<file path="src/stw_pkg.sv">
// Package of offsets, field positions and reset values for the tick and watchdog block
package stw_pkg;

  // ************************************************************
  // Register offsets on the special function register port
  // ************************************************************
  localparam logic [7:0] STW_OFS_MICROSECOND_DIVIDER_DIV = 8'hfb;
  localparam logic [7:0] STW_OFS_MS_LOW   = 8'hfc;
  localparam logic [7:0] STW_OFS_MS_HIGH  = 8'hfd;
  localparam logic [7:0] STW_OFS_HMS_DIV  = 8'hfe;
  localparam logic [7:0] STW_OFS_WDT_CTL  = 8'hff;

  // ************************************************************
  // Reset values
  // ************************************************************
  localparam logic [4:0] STW_RST_MICROSECOND_DIVIDER_DIV = 5'h03;
  localparam logic [7:0] STW_RST_MS_LOW   = 8'h9f;
  localparam logic [7:0] STW_RST_MS_HIGH  = 8'h0f;
  localparam logic [7:0] STW_RST_HMS_DIV  = 8'h63;
  localparam logic [7:0] STW_RST_WDT_CTL  = 8'h00;

  // ************************************************************
  // Field layout
  // ************************************************************
  localparam int STW_MICROSECOND_DIVIDER_W      = 5;
  localparam int STW_MS_W        = 16;
  localparam int STW_HMS_W       = 8;
  localparam int STW_WDT_CNT_W   = 6;
  localparam int STW_BIT_ENABLE  = 7;
  localparam int STW_BIT_DISABLE = 6;
  localparam int STW_BIT_RESTART = 5;
  localparam int STW_TMO_MSB     = 4;

endpackage : stw_pkg

</file>
<file path="src/stw_divider.sv">
// Programmable divider that emits one pulse every (divider value + 1) input ticks
module stw_divider #(
  parameter int W = 8
) (
  input  wire logic         i_mclk,
  input  wire logic         i_rst_n,
  input  wire logic         i_tick_in,
  input  wire logic [W-1:0] i_div,
  output logic              o_tick
);
  import stw_pkg::*;

  typedef struct packed {
    logic [W-1:0] cnt;
    logic         tick;
  } stw_div_state_t;

  stw_div_state_t state_ff;
  stw_div_state_t nxt_state;

  // ************************************************************
  // Counter
  // ************************************************************
  // The compare is >= so a divider lowered below the running count wraps at once
  always_comb begin
    nxt_state      = state_ff;
    nxt_state.tick = 1'b0;
    if (i_tick_in) begin
      if (state_ff.cnt >= i_div) begin
        nxt_state.cnt  = '0;
        nxt_state.tick = 1'b1;
      end else begin
        nxt_state.cnt = state_ff.cnt + 1'b1;
      end
    end
  end

  always_ff @(posedge i_mclk) begin
    if (!i_rst_n) begin
      state_ff <= '0;
    end else begin
      state_ff <= nxt_state;
    end
  end

  assign o_tick = state_ff.tick;

  // ************************************************************
  // Checks
  // ************************************************************
  chk_tick_on_match: assert property (@(posedge i_mclk) disable iff (!i_rst_n)
    (i_tick_in && state_ff.cnt >= i_div) |=> (o_tick && state_ff.cnt == '0))
    else $error("Divider missed its terminal count");

  chk_no_early_tick: assert property (@(posedge i_mclk) disable iff (!i_rst_n)
    (!i_tick_in || state_ff.cnt < i_div) |=> !o_tick)
    else $error("Divider ticked before its terminal count");

endmodule : stw_divider

</file>
<file path="src/stw_top.sv">
// Tick prescalers and watchdog timer behind the special function register port
// Notes on behaviour
// - Microsecond tick divides system clock by 5-bit divider field plus one.
// - Microsecond tick goes to flash timing as write duration base.
// - Millisecond tick period is high*256 plus low plus one clocks.
// - Millisecond tick goes to flash timing as erase duration base.
// - Hundred-millisecond tick divides millisecond tick by 8-bit value plus one.
// - Writing one then zero to enable bit starts watchdog counting.
// - Writing one then zero to disable bit stops watchdog counting.
// - Writing one then zero to restart bit restarts watchdog counter at zero.
// - Watchdog expires after timeout plus one to plus two hundred-ms ticks.
module stw_top (
  input  wire logic       i_mclk,
  input  wire logic       i_rst_n,
  input  wire logic [7:0] i_sfr_addr,
  input  wire logic       i_sfr_wr,
  input  wire logic [7:0] i_sfr_wdata,
  input  wire logic       i_sfr_rd,
  output logic      [7:0] o_sfr_rdata,
  output logic            o_microsecond_divider_tick,
  output logic            o_msec_tick,
  output logic            o_hms_tick,
  output logic            o_wdt_enabled,
  output logic            o_wdt_expire
);
  import stw_pkg::*;

  typedef struct packed {
    logic [STW_MICROSECOND_DIVIDER_W-1:0]    microsecond_divider_div;
    logic [7:0]               ms_low;
    logic [7:0]               ms_high;
    logic [7:0]               hms_div;
    logic [7:0]               wdt_ctl;
    logic                     wdt_en;
    logic [STW_WDT_CNT_W-1:0] wdt_cnt;
    logic                     expire;
    logic [7:0]               rdata;
  } stw_state_t;

  stw_state_t state_ff;
  stw_state_t nxt_state;

  logic                 microsecond_divider_tick;
  logic                 msec_tick;
  logic                 hms_tick;
  logic                 wr_wdt;
  logic                 seq_enable;
  logic                 seq_disable;
  logic                 seq_restart;
  logic [STW_MS_W-1:0]  ms_div;
  logic [7:0]           rd_mux;
  logic [STW_WDT_CNT_W-1:0] wdt_limit;

  // ************************************************************
  // Prescaler chain
  // ************************************************************
  assign ms_div = {state_ff.ms_high, state_ff.ms_low};

  stw_divider #(.W(STW_MICROSECOND_DIVIDER_W)) u_microsecond_divider_div (
    .i_mclk    (i_mclk),
    .i_rst_n   (i_rst_n),
    .i_tick_in (1'b1),
    .i_div     (state_ff.microsecond_divider_div),
    .o_tick    (microsecond_divider_tick)
  );

  stw_divider #(.W(STW_MS_W)) u_msec_div (
    .i_mclk    (i_mclk),
    .i_rst_n   (i_rst_n),
    .i_tick_in (1'b1),
    .i_div     (ms_div),
    .o_tick    (msec_tick)
  );

  stw_divider #(.W(STW_HMS_W)) u_hms_div (
    .i_mclk    (i_mclk),
    .i_rst_n   (i_rst_n),
    .i_tick_in (msec_tick),
    .i_div     (state_ff.hms_div),
    .o_tick    (hms_tick)
  );

  // Flash timing takes these pulses directly
  assign o_microsecond_divider_tick = microsecond_divider_tick;
  assign o_msec_tick = msec_tick;
  assign o_hms_tick  = hms_tick;

  // ************************************************************
  // Write-one-then-zero detection
  // ************************************************************
  // Compared against the stored bit, so a second zero write does nothing
  assign wr_wdt      = i_sfr_wr && (i_sfr_addr == STW_OFS_WDT_CTL);
  assign seq_enable  = wr_wdt && state_ff.wdt_ctl[STW_BIT_ENABLE]
                       && !i_sfr_wdata[STW_BIT_ENABLE];
  assign seq_disable = wr_wdt && state_ff.wdt_ctl[STW_BIT_DISABLE]
                       && !i_sfr_wdata[STW_BIT_DISABLE];
  assign seq_restart = wr_wdt && state_ff.wdt_ctl[STW_BIT_RESTART]
                       && !i_sfr_wdata[STW_BIT_RESTART];

  // Expiry falls on the tick after (timeout + 1) whole ticks have been seen
  assign wdt_limit = {1'b0, state_ff.wdt_ctl[STW_TMO_MSB:0]} + 6'h01;

  // ************************************************************
  // Read multiplexer
  // ************************************************************
  always_comb begin
    if (i_sfr_addr == STW_OFS_MICROSECOND_DIVIDER_DIV) begin
      rd_mux = {3'h0, state_ff.microsecond_divider_div};
    end else if (i_sfr_addr == STW_OFS_MS_LOW) begin
      rd_mux = state_ff.ms_low;
    end else if (i_sfr_addr == STW_OFS_MS_HIGH) begin
      rd_mux = state_ff.ms_high;
    end else if (i_sfr_addr == STW_OFS_HMS_DIV) begin
      rd_mux = state_ff.hms_div;
    end else if (i_sfr_addr == STW_OFS_WDT_CTL) begin
      rd_mux = state_ff.wdt_ctl;
    end else begin
      rd_mux = 8'h00;
    end
  end

  // ************************************************************
  // Next state
  // ************************************************************
  always_comb begin
    nxt_state        = state_ff;
    nxt_state.expire = 1'b0;
    if (i_sfr_rd) begin
      nxt_state.rdata = rd_mux;
    end
    if (i_sfr_wr) begin
      if (i_sfr_addr == STW_OFS_MICROSECOND_DIVIDER_DIV) begin
        nxt_state.microsecond_divider_div = i_sfr_wdata[STW_MICROSECOND_DIVIDER_W-1:0];
      end else if (i_sfr_addr == STW_OFS_MS_LOW) begin
        nxt_state.ms_low = i_sfr_wdata;
      end else if (i_sfr_addr == STW_OFS_MS_HIGH) begin
        nxt_state.ms_high = i_sfr_wdata;
      end else if (i_sfr_addr == STW_OFS_HMS_DIV) begin
        nxt_state.hms_div = i_sfr_wdata;
      end else if (i_sfr_addr == STW_OFS_WDT_CTL) begin
        nxt_state.wdt_ctl = i_sfr_wdata;
      end
    end
    // Disable wins when both sequences complete in the same write
    if (seq_disable) begin
      nxt_state.wdt_en = 1'b0;
    end else if (seq_enable) begin
      nxt_state.wdt_en = 1'b1;
    end
    if (!state_ff.wdt_en || seq_restart) begin
      nxt_state.wdt_cnt = '0;
    end else if (hms_tick) begin
      if (state_ff.wdt_cnt >= wdt_limit) begin
        nxt_state.wdt_cnt = '0;
        nxt_state.expire  = 1'b1;
      end else begin
        nxt_state.wdt_cnt = state_ff.wdt_cnt + 1'b1;
      end
    end
  end

  always_ff @(posedge i_mclk) begin
    if (!i_rst_n) begin
      state_ff.microsecond_divider_div <= STW_RST_MICROSECOND_DIVIDER_DIV;
      state_ff.ms_low   <= STW_RST_MS_LOW;
      state_ff.ms_high  <= STW_RST_MS_HIGH;
      state_ff.hms_div  <= STW_RST_HMS_DIV;
      state_ff.wdt_ctl  <= STW_RST_WDT_CTL;
      state_ff.wdt_en   <= 1'b0;
      state_ff.wdt_cnt  <= '0;
      state_ff.expire   <= 1'b0;
      state_ff.rdata    <= 8'h00;
    end else begin
      state_ff <= nxt_state;
    end
  end

  assign o_sfr_rdata   = state_ff.rdata;
  assign o_wdt_enabled = state_ff.wdt_en;
  assign o_wdt_expire  = state_ff.expire;

  // ************************************************************
  // Checks
  // ************************************************************
  chk_enable_seq: assert property (@(posedge i_mclk) disable iff (!i_rst_n)
    (seq_enable && !seq_disable) |=> o_wdt_enabled)
    else $error("Enable sequence did not start the watchdog");

  chk_disable_seq: assert property (@(posedge i_mclk) disable iff (!i_rst_n)
    seq_disable |=> !o_wdt_enabled)
    else $error("Disable sequence did not stop the watchdog");

  chk_restart_seq: assert property (@(posedge i_mclk) disable iff (!i_rst_n)
    seq_restart |=> (state_ff.wdt_cnt == '0) && !o_wdt_expire)
    else $error("Restart sequence did not clear the watchdog counter");

  chk_zero_only_write: assert property (@(posedge i_mclk) disable iff (!i_rst_n)
    (wr_wdt && !state_ff.wdt_ctl[STW_BIT_ENABLE] && !o_wdt_enabled) |=> !o_wdt_enabled)
    else $error("Watchdog enabled without a one-then-zero sequence");

  chk_expire_cause: assert property (@(posedge i_mclk) disable iff (!i_rst_n)
    o_wdt_expire |-> ($past(hms_tick) && $past(state_ff.wdt_cnt) >= $past(wdt_limit)))
    else $error("Watchdog expired at the wrong tick count");

  chk_expire_pulse: assert property (@(posedge i_mclk) disable iff (!i_rst_n)
    o_wdt_expire |=> !o_wdt_expire)
    else $error("Expiry event lasted more than one cycle");

  chk_expire_enabled: assert property (@(posedge i_mclk) disable iff (!i_rst_n)
    !o_wdt_enabled |=> !o_wdt_expire)
    else $error("Watchdog expired while counting was disabled");

  chk_hms_from_ms: assert property (@(posedge i_mclk) disable iff (!i_rst_n)
    o_hms_tick |-> $past(o_msec_tick))
    else $error("Hundred-millisecond tick without a millisecond tick");

endmodule : stw_top

</file>
<file path="config.mk">
export PLATFORM = sky130hd
export DESIGN_NAME = stw_top
export DESIGN_NICKNAME = d
export VERILOG_FILES = /design/src/stw_pkg.sv /design/src/stw_divider.sv /design/src/stw_top.sv
export SDC_FILE = /design/constraint.sdc
export NUM_CORES = 1
export LEC_CHECK = 0
export BUFFER_PORTS_ARGS = -buffer_cell sky130_fd_sc_hd__buf_2
export CAP_MARGIN = 5
export CORE_AREA = 2 2 115 89
export CTS_CLUSTER_SIZE = 10
export DETAILED_ROUTE_END_ITERATION = 16
export DIE_AREA = 0 0 117 91
export MAX_ROUTING_LAYER = met4
export PLACE_DENSITY = 0.72
export SLEW_MARGIN = 25
export SYNTH_ARGS = -nofsm -noshare
export SYNTH_HDL_FRONTEND = slang
export SYNTH_SLANG_ARGS = --single-unit
</file>
<file path="constraint.sdc">
create_clock -name i_mclk -period 4.7 [get_ports i_mclk]
set_clock_uncertainty 0.15 [all_clocks]
set_input_delay 0 -clock i_mclk [delete_from_list [all_inputs] [get_ports i_mclk]]
set_output_delay 0 -clock i_mclk [all_outputs]
set_load 0.02 [all_outputs]
</file>
==> results of run 1 <==
## synth_stat cells, types with 4 or more instances
library cell / number
and4_1: 4
and3_1: 10
dfxtp_1: 85
xor2_1: 16
nor3_1: 9
buf_4: 8
nand4_1: 7
nor2_1: 65
inv_1: 44
a311oi_1: 7
nand2_1: 46
a31oi_1: 5
o211ai_1: 14
nand3_1: 23
mux2i_1: 27
mux2_2: 5
buf_2: 6
xnor2_1: 10
clkbuf_1: 9
ha_1: 40
a21oi_1: 26
o21ai_0: 16
## cell families after synthesis
group	after synthesis
simple gates	186
compound gates	89
flops	85
buf+inv	71
fa+ha+maj	40
mux	33
xor+xnor	26
## power groups by stage
stage	clock (mW)	sequential, mW	combinational, mW
6_report	0.861	0.778	0.153
3_3_place_gp	0	0.792	0.140
4_1_cts	0.871	0.777	0.154
3_5_place_dp	0	0.793	0.146
5_1_grt	0.899	0.781	0.174
2_1_floorplan	0	0.790	0.105
## how the worst max path moves through the flow
stage | to | from | cells after the start
global route | u_msec_div.state_ff[2] | ms_div[11] | 7
floorplan | u_msec_div.state_ff[11] | ms_div[11] | 8
global placement | u_msec_div.state_ff[15] | ms_div[11] | 7
CTS | u_msec_div.state_ff[2] | ms_div[11] | 7
detailed placement | u_msec_div.state_ff[2] | ms_div[11] | 7
finish | u_msec_div.state_ff[9] | ms_div[11] | 7
## critical path, cell delays in order (launching register included)
cell	delay, ps
dfxtp_1	350
inv_1	70
ha_1	330
a21oi_1	240
nand2_1	130
a2111oi_4	400
a41oi_2	430
nor2_1	210
## flip-flops by register name (all words and copies together), names as in the netlist, 5 cells and up
register                            cells
o_sfr_rdata                             8
u_microsecond_divider_div.state_ff      5
u_hms_div.state_ff                      8
u_msec_div.state_ff                    16
state_ff                               27
ms_div                                 16
## through the flow
stage	instances	area, um2	hold WS [ps]
after floorplan	530	4650	-24.9
after global placement	668	4810	159
after detailed placement	668	4810	170
after CTS	695	5290	72.1
after global routing	695	5290	108
final	695	5290	75.9
## final cells by class
type                            instances  area, um2  area share [%]
Clock buffer                            9        225            4.26
Tap cell                              132        165            3.12
Multi-Input combinational cell        374       2620            49.5
Sequential cell                        85       1700            32.2
Timing Repair Buffer                   43        270            5.11
Inverter                               45        169            3.19
Clock inverter                          7        138            2.60
## layer usage
metal  GRT usage, %  wire (um)  vias to the layer above
met3           5.87        665                       24
met4           6.47        186                        0
met1           29.6       5290                     1862
met5              -          0                        -
met2           32.1       4630                      133
li1               -          -                     1910
## repair_timing
action,4_1_cts,5_1_grt
hold endpoints to repair,43,0
hold buffers,11,0
buffers inserted,0,0
## cells in the final DEF, fill, tap and decap left out, types with 5 or more instances in the layout
master / netlist / layout
a21oi_1: 26 / 26
a311oi_1: 7 / 7
a31oi_1: 5 / 5
and3_1: 10 / 10
buf_2: 6 / 32
clkbuf_16: 0 / 9
dfxtp_1: 85 / 85
dlygate4sd3_1: 0 / 11
ha_1: 40 / 40
inv_1: 44 / 44
mux2_2: 5 / 5
mux2i_1: 27 / 27
nand2_1: 46 / 46
nand3_1: 23 / 23
nand4_1: 7 / 7
nor2_1: 65 / 65
nor3_1: 9 / 9
o211ai_1: 14 / 14
o21ai_0: 16 / 16
xnor2_1: 10 / 10
xor2_1: 16 / 16
==> impl_metrics.env, run 1 <==
export IMPL_outcome="completed"
export IMPL_drv_cap=0
export IMPL_cp_data_arrival_time_ps=2500
export IMPL_pwr_share_seq_pct=43.4
export IMPL_worst_setup_path_type="reg -> reg"
export IMPL_fillCellCount=843
export IMPL_clk_pin_slew_ps=60
export IMPL_holdPathStages=5
export IMPL_htree_levels=3
export IMPL_power_density_nw_per_um2=339
export IMPL_synth_top_area_share_pct=36.6
export IMPL_first_iter_violations=319
export IMPL_clk_latency_ps=340
export IMPL_drcViolationCount=0
export IMPL_fin_crit_sh_pct=50.5
export IMPL_ys_flop_type="dfxtp_1"
export IMPL_rr_startpoint="ms_div[11]"
export IMPL_ios=33
export IMPL_finalWorstSetupSlack_ps=2330
export IMPL_synth_top_area_cell="dfxtp_1"
export IMPL_dieArea_um2=10600
export IMPL_synth_area_top_cells="dfxtp_1, ha_1, mux2i_1"
export IMPL_cts_sinks=85
export IMPL_yosys_warnings=0
export IMPL_hold_class="in -> reg"
export IMPL_dr_total_vias=3929
export IMPL_vdd_ir_drop_max_mv=0.189
export IMPL_synth_compound_area_share_pct=13.2
export IMPL_synth_mux_area_share_pct=7.51
export IMPL_netlist_area_um2=4650
export IMPL_die_h_um=91
export IMPL_nets=618
export IMPL_synth_simple_area_share_pct=20.0
export IMPL_drt_pre_antenna_iters=5
export IMPL_async_flop_share_pct=0
export IMPL_ys_seq_elements=85
export IMPL_grt_pass1_wl_um=17800
export IMPL_io_buffer_count=32
export IMPL_core_area_um2=9500
export IMPL_max_freq_ghz=0.422
export IMPL_start_util_pct=48.9
export IMPL_p_int_mw=1.39
export IMPL_final_antenna_net_count=0
export IMPL_setup_viol=0
export IMPL_synth_top_family_by_area="simple AND/OR/NAND/NOR gates"
export IMPL_endpoint_kind="flop"
export IMPL_syn_avg_cell_area_um2=8.77
export IMPL_required_ps=4820
export IMPL_ys_seq_area_share_pct=36.6
export IMPL_die_width_um=117
export IMPL_pwr_share_comb_pct=8.5
export IMPL_vias_per_cell=5.65
export IMPL_rows=31
export IMPL_gp_congestion=0.922
export IMPL_cts_buffer_depth=2
export IMPL_reg2reg_to="u_msec_div.state_ff[9]"
export IMPL_cts_resized=0
export IMPL_pwr_share_clk_pct=48.1
export IMPL_min_to="o_sfr_rdata[2]"
export IMPL_synth_edff_count=0
export IMPL_synthesis_instances=530
export IMPL_p_leak_nw=2.24
export IMPL_drive_above_1_share_pct=11.7
export IMPL_critPathLaunchType="flop"
export IMPL_finalPower_mw=1.79
export IMPL_setup_tns_ps=0
export IMPL_track_usage_pct=21.9
export IMPL_wl_per_cell_um=15.5
export IMPL_antenna_found_initial=0
export IMPL_cts_root_buf="clkbuf_16"
export IMPL_hold_viol=0
export IMPL_drv_slew=0
export IMPL_reg2reg_setup_slack_ps=2330
export IMPL_dp_hpwl_um=8030
export IMPL_ff2ff_path_depth=7
export IMPL_dp_slack_ps=2380
export IMPL_p_sw_uw=406
export IMPL_cts_made_buffers=9
export IMPL_cp_max_fo=16
export IMPL_grt_ovfl_total=0
export IMPL_yosysUniqueCellTypes=54
export IMPL_worst_pin_slew_ps=942
export IMPL_final_util_pct=55.6
export IMPL_area_growth_pct=13.8
export IMPL_swShare_pct=22.6
export IMPL_hp_start="i_sfr_addr[6]"
export IMPL_synthAdderAreaFrac_pct=10.8
export IMPL_diodes=0
export IMPL_wl_um=10800
export IMPL_min_period_ps=2370
export IMPL_relSlewSlack_pct=37.0
export IMPL_synth_xor_xnor_area_share_pct=4.90
export IMPL_rsz0062_at_grt="false"
export IMPL_grt_max_degree=34
export IMPL_syn_nets=590
export IMPL_first_global_vias=3641
export IMPL_cts_tree="built"
Note: power is estimated with default switching activity, not from simulation.
==> run 2, diff against run 1 <==
- ABC_AREA: default -> 1
- CORE_AREA: 2 2 115 89 -> 2 2 116 90
- DIE_AREA: 0 0 117 91 -> 0 0 118 92
- clock period: 4.7 -> 2.3 ns (I/O delays scaled with it)
==> impl_metrics.env, run 2 <==
export IMPL_regMostFlops="state_ff"
export IMPL_syn_avg_cell_area_um2=7.52
export IMPL_clk_pin_slew_ps=60
export IMPL_syn_nets=695
export IMPL_synth_edff_count=0
export IMPL_yosysUniqueCellTypes=35
export IMPL_hold_viol=0
export IMPL_core_area_um2=9890
export IMPL_gp_congestion=0.863
export IMPL_die_width_um=118
export IMPL_postCtsSetupBuffers=0
export IMPL_cp_max_fo=4
export IMPL_setup_tns_ps=0
export IMPL_ys_seq_area_share_pct=35.7
export IMPL_synth_top_area_cell="dfxtp_1"
export IMPL_dp_hpwl_um=8760
export IMPL_drive_above_1_share_pct=11.6
export IMPL_rows=32
export IMPL_ys_seq_elements=85
export IMPL_fillCellCount=906
export IMPL_drcViolationCount=0
export IMPL_cp_num_buf_inv=1
export IMPL_cts_tree="built"
export IMPL_dr_total_vias=4195
export IMPL_max_stage_delay_ps=390
export IMPL_cts_root_buf="clkbuf_16"
export IMPL_yosys_warnings=0
export IMPL_final_common_cell="nand2_1"
export IMPL_largest_reg_flops=27
export IMPL_grt_pass1_wl_um=19200
export IMPL_drv_slew=0
export IMPL_fin_crit_sh_pct=90.6
export IMPL_area_growth_pct=13.3
export IMPL_synth_area_top_cells="dfxtp_1, ha_1, nand2_1"
export IMPL_async_flop_share_pct=0
export IMPL_cts_sinks=85
export IMPL_vdd_ir_drop_max_mv=0.505
export IMPL_rsz0062_at_grt="false"
export IMPL_setup_viol=0
export IMPL_min_period_ps=2080
export IMPL_ys_top_cells_by_count="nand2_1, dfxtp_1, inv_1"
export IMPL_drt_pre_antenna_iters=5
export IMPL_drv_cap=0
export IMPL_start_util_pct=48.3
export IMPL_track_usage_pct=23.1
export IMPL_power_density_nw_per_um2=638
export IMPL_ios=33
export IMPL_htree_levels=3
export IMPL_hold_class="in -> reg"
export IMPL_dpl_instance_area_um2=4950
export IMPL_path_cells="ha_2, nand3_1, xor2_1, inv_1, ha_1, nand2_1, nor2_1, o21ai_1, nand3_1, nand2_1, nand2_2, nor2_1"
export IMPL_io_buffer_count=32
export IMPL_ys_flop_type="dfxtp_1"
export IMPL_clk_latency_ps=340
export IMPL_wl_um=11500
export IMPL_dieArea_um2=10900
export IMPL_vias_per_cell=5.17
export IMPL_max_freq_ghz=0.480
export IMPL_relSlewSlack_pct=58.7
export IMPL_synth_top_area_share_pct=35.7
export IMPL_p_leak_nw=2.46
export IMPL_die_h_um=92
export IMPL_outcome="completed"
export IMPL_critPathLaunchType="flop"
export IMPL_cts_buffer_depth=2
export IMPL_worst_setup_path_type="reg -> reg"
export IMPL_cts_made_buffers=9
export IMPL_synthesis_instances=635
export IMPL_wl_per_cell_um=14.2
export IMPL_netlist_area_um2=4770
export IMPL_critPathSlowestCell="dfxtp_1"
export IMPL_antenna_found_initial=1
export IMPL_first_iter_violations=316
export IMPL_nets=730
export IMPL_yosysMostFrequentCell="nand2_1"
export IMPL_cp_data_arrival_time_ps=2210
export IMPL_final_cell_mix="nand2_1, dfxtp_1, inv_1"
export IMPL_required_ps=2430
export IMPL_endpoint_kind="flop"
export IMPL_grt_ovfl_total=0
export IMPL_crit_family="simple AND/OR/NAND/NOR gates"
export IMPL_design_area_um2=5410
export IMPL_finalPower_mw=3.45
export IMPL_grt_max_degree=25
export IMPL_final_antenna_net_count=0
export IMPL_worst_pin_slew_ps=616
export IMPL_first_global_vias=3939
run 2: routing by layer:
metal / up-vias / global-route usage, % / routed length, um
met2: 148 / 35.7 / 5050
met1: 1903 / 29.8 / 5440
li1: 2124 / - / -
met3: 20 / 5.91 / 827
met5: - / - / 0
met4: 0 / 7.23 / 203
run 2: area by class of cell:
cell class	count	area, um2	share of cell area, %
multi-input cells	440	2580	47.7
flip-flops and latches	85	1700	31.5
inverters	89	334	6.18
repair buffers	45	288	5.32
clock buffers	10	229	4.24
well taps	136	170	3.15
clock inverters	5	100	1.85
diodes	1	2.50	0.0463
run 2: kinds of logic after synthesis:
family / after synthesis / synth area share [%]
simple gates: 265 / 26.2
xor+xnor: 29 / 5.32
compound gates: 106 / 12.0
fa+ha+maj: 40 / 10.5
buf+inv: 110 / 10.3
flops: 85 / 35.7
run 2: what timing repair did:
item                                    in CTS  in global routing
endpoints found under the setup margin       0                  4
gates resized for setup                      0                  2
hold buffers                                12                  0
endpoints found under the hold margin       47                  0
run 2: report_power, final:
part / switching [mW] / leakage (nW) / internal [mW] / total (mW)
combinational: 0.170 / 1.61 / 0.107 / 0.277
sequential: 0.0285 / 0.687 / 1.51 / 1.54
clock: 0.581 / 0.162 / 1.05 / 1.63
total: 0.780 / 2.46 / 2.67 / 3.45
run 2: worst paths after layout:
check / from / end / slack [ps] / depth (start not counted)
worst max-delay path: state_ff[17] / state_ff[14] / 220 / 12
worst min-delay path: i_sfr_addr[0] / ms_div[0] / 20 / 5
worst max register to register: state_ff[17] / state_ff[14] / 220 / 12
worst min register to register: o_sfr_rdata[7] / o_sfr_rdata[7] / 320 / 2
run 2: tightest hold or removal path: stages:
cell,delay [ps]
buf_2,130
nor2_1,90
nand3_1,110
o21ai_1,90
nand3_1,60
run 2: per-stage QoR:
step / setup WS (ps) / utilization (%) / hold WS, ps / std cells
6_report: 217 / 54.7 / 22.7 / 811
5_1_grt: 1.26 / 54.7 / 87.2 / 811
4_1_cts: 195 / 54.6 / 2.70 / 810
3_5_place_dp: 211 / 50.1 / 106 / 783
3_3_place_gp: 326 / 50.1 / 99.4 / 783
2_1_floorplan: 413 / - / -36.8 / 635
==> run 3, diff against run 2 <==
- ABC_AREA: 1 -> default
- CORE_AREA: 2 2 116 90 -> 2 2 105 82
- DIE_AREA: 0 0 118 92 -> 0 0 107 84
- PLACE_DENSITY: 0.72 -> 0.83
==> impl_metrics.env, run 3 (same netlist as run 1, synthesis figures left out) <==
export IMPL_endpoint_kind="flop"
export IMPL_power_density_nw_per_um2=551
export IMPL_cts_buffer_depth=2
export IMPL_worst_setup_path_type="reg -> reg"
export IMPL_vias_per_cell=5.81
export IMPL_start_util_pct=57.4
export IMPL_cp_max_fo=6
export IMPL_cts_tree="built"
export IMPL_clk_pin_slew_ps=80
export IMPL_ios=33
export IMPL_die_width_um=107
export IMPL_dieArea_um2=8990
export IMPL_core_area_um2=8090
export IMPL_io_buffer_count=32
export IMPL_outcome="completed"
export IMPL_p_leak_nw=2.18
export IMPL_critPathSlowestCell="dfxtp_2"
export IMPL_die_h_um=84
export IMPL_regMostFlops="state_ff"
export IMPL_cp_num_buf_inv=0
export IMPL_antenna_found_initial=0
export IMPL_max_freq_ghz=0.465
export IMPL_cts_root_buf="clkbuf_8"
export IMPL_clk_latency_ps=350
export IMPL_setup_viol=0
export IMPL_worst_hold_slack_ps=15.9
export IMPL_final_cell_mix="dfxtp_1, nor2_1, nand2_1"
export IMPL_drive_above_1_share_pct=12.7
export IMPL_finalPower_mw=2.81
export IMPL_cpMostUsedCell="ha_1"
export IMPL_cp_data_arrival_time_ps=2270
export IMPL_wl_um=11000
export IMPL_critPathLaunchType="flop"
export IMPL_use_met1_pct=35.1
export IMPL_fillCellCount=654
export IMPL_grtUsageMet3_pct=5.31
export IMPL_dp_cells=649
export IMPL_htree_levels=3
export IMPL_grt_use_met2_pct=40.9
export IMPL_vdd_ir_drop_max_mv=0.282
export IMPL_required_ps=2420
export IMPL_wl_per_cell_um=16.3
export IMPL_cts_sinks=85
export IMPL_path_cells="ha_1, xnor2_1, ha_1, o21a_1, o21ai_1, a21o_1, a21oi_4, o31ai_1"
export IMPL_dp_hpwl_um=8230
export IMPL_dr_total_vias=3919
export IMPL_worst_pin_slew_ps=545
export IMPL_drt_pre_antenna_iters=6
export IMPL_seqCellArea_um2=1700
export IMPL_relSlewSlack_pct=63.3
export IMPL_grt_busiest_layer="met2"
export IMPL_grt_pass1_wl_um=18300
export IMPL_rsz0062_at_grt="false"
export IMPL_fin_crit_sh_pct=93.6
export IMPL_gp_congestion=0.880
export IMPL_cts_made_buffers=9
export IMPL_drcViolationCount=0
export IMPL_first_iter_violations=324
export IMPL_final_util_pct=63.0
export IMPL_fin_cells=674
export IMPL_final_antenna_net_count=0
export IMPL_diodes=0
export IMPL_final_common_cell="dfxtp_1"
export IMPL_max_stage_delay_ps=350
export IMPL_first_global_vias=3832
export IMPL_hold_class="in -> reg"
export IMPL_nets=622
export IMPL_drv_slew=0
export IMPL_drv_cap=0
export IMPL_crit_family="compound AO/OA/AOI/OAI gates"
export IMPL_rows=29
export IMPL_grt_max_degree=32
export IMPL_grt_ovfl_total=0
export IMPL_multi_input_area_um2=2630
export IMPL_postCtsSetupBuffers=0
export IMPL_min_period_ps=2150
export IMPL_hold_viol=0
export IMPL_track_usage_pct=26.5
export IMPL_area_growth_pct=9.64
export IMPL_largest_reg_flops=27
-- run 3: cell count changes in the layout (fill, tap and decap cells not counted), moves of 11 or more --
cell / change
a21oi_1: -23
inv_1: -39
mux2i_1: +27
nand2_1: -54
nand3_1: -20
nor2_1: -15
o21ai_0: -11
o21ai_1: -14
-- run 3: path summary, 6_finish.rpt --
path	depth (start not counted)	slack [ps]	end	from
max reg2reg	8	150	state_ff[10]	state_ff[16]
max	8	150	state_ff[10]	state_ff[16]
min	4	20	o_sfr_rdata[7]	i_sfr_addr[6]
min reg2reg	1	330	u_microsecond_divider_div.state_ff[1]	u_microsecond_divider_div.state_ff[1]
-- run 3: layout make-up --
| class | instances | share of cell area [%] |
|---|---|---|
| clock inverter | 5 | 0.565 |
| timing repair buffer | 47 | 5.84 |
| inverter | 45 | 3.32 |
| sequential | 85 | 33.4 |
| multi-input combinational | 374 | 51.7 |
| tap | 108 | 2.65 |
| clock buffer | 10 | 2.50 |
-- run 3: metal layers --
layer / up-vias / part of all wire [%]
li1: 1911 / -
met5: - / 0
met3: 29 / 7.4
met1: 1812 / 45
met4: 0 / 2.4
met2: 167 / 45
-- run 3: repair_timing --
item / 4_1_cts / 5_1_grt
pin swaps: 0 / 0
hold buffers: 10 / 0
endpoints found under the hold margin: 50 / 0
gates resized for setup: 1 / 6
endpoints found under the setup margin: 6 / 23
-- run 3: per-stage QoR --
stage	instance area (um2)	setup TNS, ps	worst slack (ps)
floorplan	4650	0	290
global placement	4820	0	133
detailed placement	4820	-45.4	-42.4
CTS	5080	0	46.0
global route	5090	0	10.3
finish	5090	0	148
-- run 3: worst min-delay path, cell delays in order --
cell	delay, ps
buf_2	120
nand3_4	100
nor2_1	80
a22o_1	170
-- run 3: power by group --
group / total, mW / internal, mW / switching, mW
registers: 1.59 / 1.53 / 0.0602
clock network: 0.900 / 0.381 / 0.519
logic: 0.315 / 0.139 / 0.176
